### config.mk
export PLATFORM = sky130hd
export DESIGN_NAME = cqh_counter
export DESIGN_NICKNAME = d
export VERILOG_FILES = /design/src/cqh_pkg.sv /design/src/cqh_counter.sv
export SDC_FILE = /design/constraint.sdc
export NUM_CORES = 1
export LEC_CHECK = 0
export ABC_AREA = 1
export ABC_CLOCK_PERIOD_IN_PS = 6750
export BUFFER_PORTS_ARGS = -buffer_cell sky130_fd_sc_hd__buf_2
export CAP_MARGIN = 15
export CORE_MARGIN = 1.5
export CORE_UTILIZATION = 55
export CTS_CLUSTER_DIAMETER = 200
export DETAILED_ROUTE_END_ITERATION = 8
export PLACE_DENSITY = 0.92
export SLEW_MARGIN = 20
export SYNTH_ARGS = -nofsm -noshare
export SYNTH_HDL_FRONTEND = slang
export SYNTH_SLANG_ARGS = --single-unit
### constraint.sdc
create_clock -name clk_sys -period 6.75 [get_ports clk_sys]
set_clock_uncertainty 0.2 [all_clocks]
set_input_delay 1.0125 -clock clk_sys [delete_from_list [all_inputs] [get_ports clk_sys]]
set_output_delay 1.0125 -clock clk_sys [all_outputs]
set_load 0.02 [all_outputs]
### src/cqh_pkg.sv
/*
 * constants and carriers for the quarter-hour performance counter.
 * assumes one per-second count strobe per delayed second and a one-cycle
 * quarter-hour tick, both synchronous to clk_sys.
 */
`default_nettype none

package cqh_pkg;

    // capacities for the 1 Gb/s multiplex layer
    localparam int unsigned CQH_CAP_ERRORED_SECOND = 900;
    localparam int unsigned CQH_CAP_BACKGROUND_BLOCK_ERROR = 2160000;
    localparam int unsigned CQH_CAP_SEVERELY_ERRORED_SECOND = 810;
    localparam int unsigned CQH_CAP_UNAVAILABLE_SECOND = 900;

    // widest capacity sets the carrier width
    localparam int unsigned CQH_TOTAL_W = $clog2(CQH_CAP_BACKGROUND_BLOCK_ERROR + 1);
    localparam int unsigned CQH_COUNT_W = CQH_TOTAL_W;

    // nominal interval length in seconds
    localparam int unsigned CQH_INTERVAL_SECONDS = 900;

    localparam logic [CQH_TOTAL_W-1:0] CQH_TOTAL_RESET = 22'h000000;

    typedef enum {
        CQH_ERRORED_SECOND,
        CQH_BACKGROUND_BLOCK_ERROR,
        CQH_SEVERELY_ERRORED_SECOND,
        CQH_UNAVAILABLE_SECOND
    } cqh_parameter_type;

    typedef logic [CQH_TOTAL_W-1:0] cqh_total_type;

    // per-second input from the availability filter
    typedef struct packed {
        logic second_strobe;
        logic [CQH_COUNT_W-1:0] per_second_count_in;
    } cqh_count_type;

    // completed interval handed to history storage
    typedef struct packed {
        logic valid;
        logic saturated;
        cqh_total_type total;
    } cqh_transfer_type;

    // capacity of the running total for one monitored parameter
    function automatic cqh_total_type cqh_capacity(input cqh_parameter_type kind);
        case (kind)
            CQH_ERRORED_SECOND: cqh_capacity = cqh_total_type'(CQH_CAP_ERRORED_SECOND);
            CQH_BACKGROUND_BLOCK_ERROR: begin
                cqh_capacity = cqh_total_type'(CQH_CAP_BACKGROUND_BLOCK_ERROR);
            end
            CQH_SEVERELY_ERRORED_SECOND: begin
                cqh_capacity = cqh_total_type'(CQH_CAP_SEVERELY_ERRORED_SECOND);
            end
            CQH_UNAVAILABLE_SECOND: cqh_capacity = cqh_total_type'(CQH_CAP_UNAVAILABLE_SECOND);
            default: cqh_capacity = cqh_total_type'(CQH_CAP_BACKGROUND_BLOCK_ERROR);
        endcase
    endfunction

endpackage

`default_nettype wire

### src/cqh_counter.sv
/*
 * current quarter-hour register: saturating accumulator for one
 * performance-monitoring parameter, with hand-off at each interval end.
 * assumes an upstream availability filter giving one count per delayed
 * second, and a time base giving a one-cycle quarter-hour tick.
 */
// What this block does
// - add every per-second count into the running quarter-hour total
// - total register holds every integer from zero to its maximum
// - maximum is no smaller than the nominal count of one interval, except SEVERELY_ERRORED_SECOND_COUNT at 810
// - at maximum the total saturates and holds until cleared or transferred
// - 1 Gb/s capacities: 900 ES and UNAVAILABLE_SECOND_COUNT, 2 160 000 BBE, 810 SEVERELY_ERRORED_SECOND_COUNT
`default_nettype none

module cqh_counter #(
    parameter cqh_pkg::cqh_parameter_type MONITORED = cqh_pkg::CQH_BACKGROUND_BLOCK_ERROR
) (
    // clock and reset
    input wire logic clk_sys,
    input wire logic reset,
    // per-second input and interval tick
    input wire cqh_pkg::cqh_count_type count_in,
    input wire logic quarter_hour_tick,
    // running state
    output cqh_pkg::cqh_total_type running_quarter_total,
    output logic total_saturated,
    // completed interval
    output cqh_pkg::cqh_transfer_type transfer_out
);

    // capacity fixed by the monitored parameter
    localparam cqh_pkg::cqh_total_type MAX_TOTAL = cqh_pkg::cqh_capacity(MONITORED);

    // reset level of the one-bit flags
    localparam logic FLAG_RESET = 1'b0;

    // one spare bit so the sum cannot wrap
    localparam int unsigned WIDE_W = cqh_pkg::CQH_TOTAL_W + 1;

    typedef logic [WIDE_W-1:0] cqh_wide_type;

    // running total group
    cqh_pkg::cqh_total_type total_reg;
    cqh_pkg::cqh_total_type total_next;

    // saturation indication group
    logic saturated_reg;
    logic saturated_next;

    // hand-off valid pulse group
    logic valid_reg;
    logic valid_next;

    // hand-off saturation group
    logic held_saturated_reg;
    logic held_saturated_next;

    // hand-off total group
    cqh_pkg::cqh_total_type held_total_reg;
    cqh_pkg::cqh_total_type held_total_next;

    // qualified increment, interval end and start value
    logic [cqh_pkg::CQH_COUNT_W-1:0] increment;
    logic interval_end;
    cqh_pkg::cqh_total_type start_value;
    cqh_pkg::cqh_transfer_type transfer_value;

    // total has reached the capacity of this parameter
    function automatic logic at_capacity(
        input cqh_pkg::cqh_total_type value
    );
        at_capacity = (value == MAX_TOTAL);
    endfunction

    // widen a total without changing its value
    function automatic cqh_wide_type widen(
        input cqh_pkg::cqh_total_type value
    );
        widen = {1'b0, value};
    endfunction

    // saturating add onto a base value
    function automatic cqh_pkg::cqh_total_type sat_add(
        input cqh_pkg::cqh_total_type base,
        input logic [cqh_pkg::CQH_COUNT_W-1:0] inc
    );
        cqh_wide_type sum;
        cqh_wide_type limit;
        logic over;

        sum = widen(base) + widen(inc);
        limit = widen(MAX_TOTAL);
        over = (sum >= limit);

        if (over) begin
            sat_add = MAX_TOTAL;
        end else begin
            sat_add = sum[cqh_pkg::CQH_TOTAL_W-1:0];
        end
    endfunction

    // per-second count only counts when its strobe is up
    always_comb begin
        increment = '0;

        if (count_in.second_strobe) begin
            increment = count_in.per_second_count_in;
        end
    end

    // tick closes the interval this cycle
    assign interval_end = quarter_hour_tick;

    // accumulation restarts from zero on the tick
    always_comb begin
        start_value = total_reg;

        if (interval_end) begin
            start_value = cqh_pkg::CQH_TOTAL_RESET;
        end
    end

    // running total next value
    always_comb begin
        total_next = sat_add(start_value, increment);
    end

    // running total register
    always_ff @(posedge clk_sys or posedge reset) begin
        if (reset) begin
            total_reg <= cqh_pkg::CQH_TOTAL_RESET;
        end else begin
            total_reg <= total_next;
        end
    end

    // saturation indication next value
    always_comb begin
        saturated_next = at_capacity(total_next);
    end

    // saturation indication register
    always_ff @(posedge clk_sys or posedge reset) begin
        if (reset) begin
            saturated_reg <= FLAG_RESET;
        end else begin
            saturated_reg <= saturated_next;
        end
    end

    // hand-off valid pulse next value
    always_comb begin
        valid_next = 1'b0;

        if (interval_end) begin
            valid_next = 1'b1;
        end
    end

    // hand-off valid pulse register
    always_ff @(posedge clk_sys or posedge reset) begin
        if (reset) begin
            valid_reg <= FLAG_RESET;
        end else begin
            valid_reg <= valid_next;
        end
    end

    // hand-off saturation next value
    always_comb begin
        held_saturated_next = held_saturated_reg;

        if (interval_end) begin
            held_saturated_next = saturated_reg;
        end
    end

    // hand-off saturation register
    always_ff @(posedge clk_sys or posedge reset) begin
        if (reset) begin
            held_saturated_reg <= FLAG_RESET;
        end else begin
            held_saturated_reg <= held_saturated_next;
        end
    end

    // hand-off total next value
    always_comb begin
        held_total_next = held_total_reg;

        if (interval_end) begin
            held_total_next = total_reg;
        end
    end

    // hand-off total register
    always_ff @(posedge clk_sys or posedge reset) begin
        if (reset) begin
            held_total_reg <= cqh_pkg::CQH_TOTAL_RESET;
        end else begin
            held_total_reg <= held_total_next;
        end
    end

    // completed interval assembled from its registers
    always_comb begin
        transfer_value.valid = valid_reg;
        transfer_value.saturated = held_saturated_reg;
        transfer_value.total = held_total_reg;
    end

    // outputs straight from the registers
    assign running_quarter_total = total_reg;
    assign total_saturated = saturated_reg;
    assign transfer_out = transfer_value;

endmodule

`default_nettype wire

==> results of run 1 <==
-- layout by cell type (no fill, tap or decap), drive strengths merged --
cell type | synthesis | routed
nand4 | 6 | 6
fa | 1 | 1
nand3b | 11 | 11
mux2 | 1 | 1
nand2 | 183 | 183
nand3 | 23 | 23
o21ai | 3 | 3
clkbuf | 7 | 6
xor2 | 1 | 1
ha | 22 | 22
clkinv | 0 | 2
buf | 5 | 74
dfrtp | 47 | 47
a21oi | 35 | 35
xnor2 | 5 | 5
o21bai | 1 | 1
o211ai | 2 | 2
nor3 | 1 | 1
inv | 115 | 114
and2 | 1 | 1
nor2 | 91 | 91
-- layout make-up --
cell class              count  area (um2)  area share [%]
multi-input cells         387        2008           48.10
flip-flops and latches     47        1176           28.17
inverters                 115       431.7           10.34
clock buffers               6       82.58           1.978
clock inverters             1       5.005          0.1199
well taps                  77       96.34           2.307
repair buffers             74       375.4           8.990
-- final timing paths --
| path | start | end | slack [ns] | cells after the start |
|---|---|---|---|---|
| worst max-delay path | quarter_hour_tick | running_quarter_total[1] | 2.49 | 19 |
| worst min-delay path | held_total_reg[9] | held_total_reg[9] | 0.32 | 2 |
| min in group asynchronous | reset | held_total_reg[2] | 0.64 | 3 |
| worst max register to register | running_quarter_total[0] | running_quarter_total[1] | 3.64 | 18 |
| worst min register to register | held_total_reg[9] | held_total_reg[9] | 0.32 | 2 |
| max in group asynchronous | reset | held_total_reg[17] | 5.31 | 3 |
-- power breakdown --
group          internal, mW  switching [mW]  total (mW)
logic                 0.219           0.459       0.679
clock network        0.0803          0.0836       0.164
registers             0.374          0.0500       0.424
-- critical path: cells and delay by family --
kind	cells	cell delay [ns]
and+or+nand+nor	15	1.69
adders and majority gates	2	0.65
buffers and inverters	2	0.83
-- through the flow --
step	util (%)	setup slack, ns	hold slack, ns	instance area, um2	total power, mW
after floorplan	-	2.848	0.2819	3685	0.9140
after CTS	65.01	2.545	0.3261	4175	1.269
after global routing	65.01	2.184	0.3469	4175	1.357
final	65.01	2.493	0.3198	4175	1.266
after global placement	63.65	2.444	0.2838	4088	1.080
after detailed placement	63.65	2.225	0.3081	4088	1.103
-- cells by family (layout without fill, tap and decap cells) --
family	count (synthesis)	in the layout	synth area share (%)
AOI/OAI and AO/OA	41	41	6.078
xor gates and xnor gates	6	6	1.426
adders and majority gates	23	23	8.013
buffers and inverters	127	196	13.58
DFF	47	47	31.92
muxes	1	1	0.3056
and+or+nand+nor	316	316	38.68
-- metal layers --
| layer | vias up | wire [um] |
|---|---|---|
| li1 | 1817 | - |
| met1 | 1639 | 4083 |
| met2 | 111 | 4219 |
| met3 | 19 | 399 |
| met4 | 0 | 236 |
| met5 | - | 0 |
-- synthesized netlist by cell type --
| cell | instances |
|---|---|
| inv_1 | 111 |
| dfrtp_1 | 47 |
| buf_12 | 1 |
| nand4_1 | 6 |
| nand3_1 | 19 |
| nand2_2 | 17 |
| a21oi_1 | 35 |
| clkbuf_1 | 7 |
| xor2_1 | 1 |
| nor2_1 | 73 |
| mux2_2 | 1 |
| nand2_1 | 165 |
| ha_1 | 22 |
| nand2_4 | 1 |
| o21ai_0 | 2 |
| o21bai_1 | 1 |
| inv_2 | 4 |
| o211ai_1 | 2 |
| buf_1 | 2 |
| nor2_4 | 7 |
| xnor2_1 | 5 |
| nor3_1 | 1 |
| and2_1 | 1 |
| buf_4 | 2 |
| nand3b_1 | 11 |
| o21ai_4 | 1 |
| nor2_2 | 11 |
| fa_1 | 1 |
| nand3_2 | 4 |
==> impl_metrics.tcl, run 1 <==
set metrics [dict create \
    min_path_type "flop to flop" \
    final_antenna_net_count 0 \
    grtUsageMet3_pct 2.432 \
    hold_viol_final 0 \
    cts_resized 0 \
    die_area_mm2 0.007200 \
    grt_pass1_vias 3345 \
    status "finished with violations" \
    busiest_layer "met2" \
    synthDistinctLibCells 29 \
    synth_warnings 0 \
    ys_ff_latch 47 \
    antenna_found_initial 0 \
    synth.area.top_cells "dfrtp_1 32%, nand2_1 17%, inv_1 11%, ha_1 7.5%, nor2_1 7.4%" \
    critPathRequiredTime_ns 6.72 \
    cts.htree.levels 2 \
    synth.net_count 610 \
    slew_headroom_pct 62.09 \
    path_cells "buf_2 > buf_4 > nor2_1 > ha_1 > fa_1 > nand3_1 > nand3_1 > nand2_1 > nand2_2 > nand2_1 > nand2_1 > nand2_1 > nand2_1 > nor2_1 > nand2_1 > nor2_1 > nand2_2 > nand2_4 > nor2_1" \
    vias 3586 \
    clk_pin_slew_ns 0.08 \
    fin_crit_sh_pct 63.07 \
    final_max_slew_viol_count 0 \
    postCtsSetupBuffers 0 \
    max_slew.worst_pin.slew_ns 0.5687 \
    row_count 29 \
    use_met2_pct 44.15 \
    via_per_inst 5.072 \
    cts_buffer_depth 2 \
    ir_worst_vdd_uv 101.9 \
    yosysSeqAreaShare_pct 31.92 \
    syn-instance-count 561 \
    finalWirelength_mm 8.938 \
    io_buffers 72 \
    cts.root.buffer_cell "clkbuf_8" \
    routedWlPerCell_um 12.64 \
    nFillCells 568 \
    tns_ns 0 \
    core_mm2 0.006422 \
    cp.arrival_ns 4.23 \
    drive_above_1_share_pct 20.16 \
    die_h_um 84.85 \
    gr-usage-met1_pct 34.62 \
    overflow 0 \
    end_kind "flop" \
    yosysTopAreaCellShare_pct 31.92 \
    drt_iter0_drc 186 \
    grt_pass1_wl_mm 14.98 \
    numCtsBuffers 5 \
    clk_latency_ns 0.29 \
    cts_tree "yes" \
    drtPass1Iterations 7 \
    ios 73 \
    antenna_cells 0 \
    timing.fmax_mhz 234.9 \
    setup_violations 0 \
    yosysTopAreaCell "dfrtp_1" \
    p_leak_nw 2.558 \
    final_cells 707 \
    cap_violations 0 \
    grtUsageTotal_pct 26.00 \
    gp_congestion 0.9700 \
    syn2layout_area_growth_pct 13.31 \
    period_minus_slack_ns 4.257 \
    crit_fanout 36 \
    place_inst 700 \
    crit_path_start_kind "primary input" \
    slowest_delay_ns 0.42 \
    final_nets 679 \
    crit_slowest_cell "buf_2" \
    die_x_um 84.85 \
    worst_path_most_repeated_cell "nand2_1" \
    avgSynthCellArea_um2 6.568 \
    grt_setup_unrepaired "false" \
    violations "design-rule violations" \
    p_per_area_mw_per_mm2 303.3 \
    cts_hold_buf 0 \
    synth_area_mm2 0.003685 \
    dp_hpwl_mm 7.389 \
    initial_core_util_pct 57.37 \
    grt_max_degree 48 \
    route.detailed.drc 5 \
    cts_sinks 47 \
    path_class "primary input to flop" \
]
(Power assumes the default switching activity.)
==> inputs of run 2 (changes only) <==
ABC_CLOCK_PERIOD_IN_PS = 4100   (was 6750)
clock period = 4.1 ns   (was 6.75 ns; I/O delays follow)
==> impl_metrics.tcl, run 2 (synthesized netlist as in run 1, its figures left out) <==
set metrics [dict create \
    cts_sinks 47 \
    crit_path_start_kind "primary input" \
    crit_fanout 22 \
    status "finished with violations" \
    slew_headroom_pct 62.73 \
    r2r_slack_ns 0.80 \
    dp_hpwl_mm 7.519 \
    grt_pass1_vias 3436 \
    via_per_inst 5.227 \
    r2r_cells 18 \
    ir_worst_vdd_uv 190.5 \
    finalPower_mw 2.170 \
    finalInstanceArea_mm2 0.004213 \
    seq_power_share_pct 31.9 \
    routedWlPerCell_um 13.08 \
    cts.root.buffer_cell "clkbuf_8" \
    path_class "primary input to flop" \
    critPathRequiredTime_ns 4.07 \
    r2r_end "running_quarter_total[4]" \
    clkPwrFrac_pct 15.8 \
    violations "design-rule violations" \
    hold_viol_final 0 \
    whs_ns 0.2276 \
    r2r_start "running_quarter_total[0]" \
    clk_pin_slew_ns 0.08 \
    route.detailed.drc 5 \
    finalWorstSetupSlack_ns 0.6260 \
    drt_iter0_drc 276 \
    cp-startpoint "count_in[22]" \
    grt_pass1_wl_mm 15.06 \
    place_area_mm2 0.004095 \
    vias 3706 \
    combPwrFrac_pct 52.3 \
    initial_core_util_pct 57.37 \
    period_minus_slack_ns 3.474 \
    final_cells 709 \
    tns_ns 0 \
    p_per_area_mw_per_mm2 515.0 \
    grt_max_degree 48 \
    pre_cts_slack_ns 0.4484 \
    setup_violations 0 \
    nFillCells 556 \
    max_slew.worst_pin.slew_ns 0.5591 \
    cts_resized 0 \
    timing.fmax_mhz 287.9 \
    io_buffers 72 \
    layout_common_cells "165 x nand2_1, 110 x inv_1, 73 x nor2_1, 72 x buf_2, 47 x dfrtp_1" \
    fin_util_pct 65.60 \
    final_nets 680 \
    cap_violations 0 \
    grt_setup_unrepaired "false" \
    crit_end "running_quarter_total[4]" \
    final_antenna_net_count 0 \
    final_max_slew_viol_count 0 \
    cts_buffer_depth 2 \
    cts_hold_buf 0 \
    intPower_mw 1.173 \
    die_h_um 84.85 \
    end_kind "flop" \
    die_x_um 84.85 \
    cts_tree "yes" \
    place_inst 701 \
    clk_latency_ns 0.30 \
    numCtsBuffers 5 \
    fin_crit_sh_pct 84.73 \
    layout_commonest_cell "nand2_1" \
    cp.arrival_ns 3.45 \
    antenna_cells 0 \
    antenna_found_initial 0 \
    core_mm2 0.006422 \
    gp_congestion 1.050 \
    cts.htree.levels 2 \
    overflow 0 \
    row_count 29 \
    drtPass1Iterations 9 \
    grtUsageTotal_pct 26.50 \
    p_leak_nw 2.577 \
    postCtsSetupBuffers 0 \
    p_sw_share_pct 45.91 \
    drive_above_1_share_pct 20.41 \
    min_path_type "primary input to asynchronous set/reset pin" \
    ios 73 \
    finalWirelength_mm 9.275 \
    die_area_mm2 0.007200 \
    syn2layout_area_growth_pct 14.33 \
    power_switching_mw 0.9961 \
]
run 2: power groups by stage:
stage                     sequential, mW  clock (mW)  combinational [mW]
after floorplan                    0.886           0               0.619
after CTS                          0.694       0.347                1.12
after detailed placement           0.703           0                1.11
final                              0.693       0.343                1.13
after global routing               0.710       0.368                1.23
after global placement             0.698           0                1.08
run 2: metal layers:
metal / track usage (%) / wire length, um / vias to the layer above
met5: 0 / 0 / -
met4: 14.01 / 340 / 0
met3: 3.210 / 549 / 30
li1: - / - / 1823
met1: 33.75 / 4023 / 1683
met2: 44.29 / 4361 / 170
run 2: how the worst min path moves through the flow:
stage	startpoint	endpoint	cells after the start
after CTS	reset	held_total_reg[2]	3
after global placement	held_saturated_reg	held_saturated_reg	1
after detailed placement	total_saturated	held_saturated_reg	1
after floorplan	held_saturated_reg	held_saturated_reg	1
final	reset	held_total_reg[2]	3
after global routing	reset	held_total_reg[2]	3
run 2: area by class of cell:
type / instances / area [um2] / area share (%)
clock buffers: 6 / 82.58 / 1.960
clock inverters: 2 / 35.03 / 0.8316
inverters: 115 / 431.7 / 10.25
multi-input cells: 387 / 2008 / 47.67
flip-flops and latches: 47 / 1176 / 27.92
well taps: 77 / 96.34 / 2.287
repair buffers: 75 / 382.9 / 9.088
run 2: worst max-delay path, stage by stage:
cell     delay, ns
buf_2         0.24
nand2_1       0.11
inv_1         0.04
ha_1          0.22
fa_1          0.41
nand3_1       0.16
nand3_1       0.20
nand2_1       0.17
nand2_2       0.11
nand2_1       0.10
nand2_1       0.05
nand2_1       0.06
nand2_1       0.07
nor2_1        0.11
nand2_1       0.06
nor2_1        0.15
nand2_2       0.15
nand2_4       0.28
nor2_1        0.11
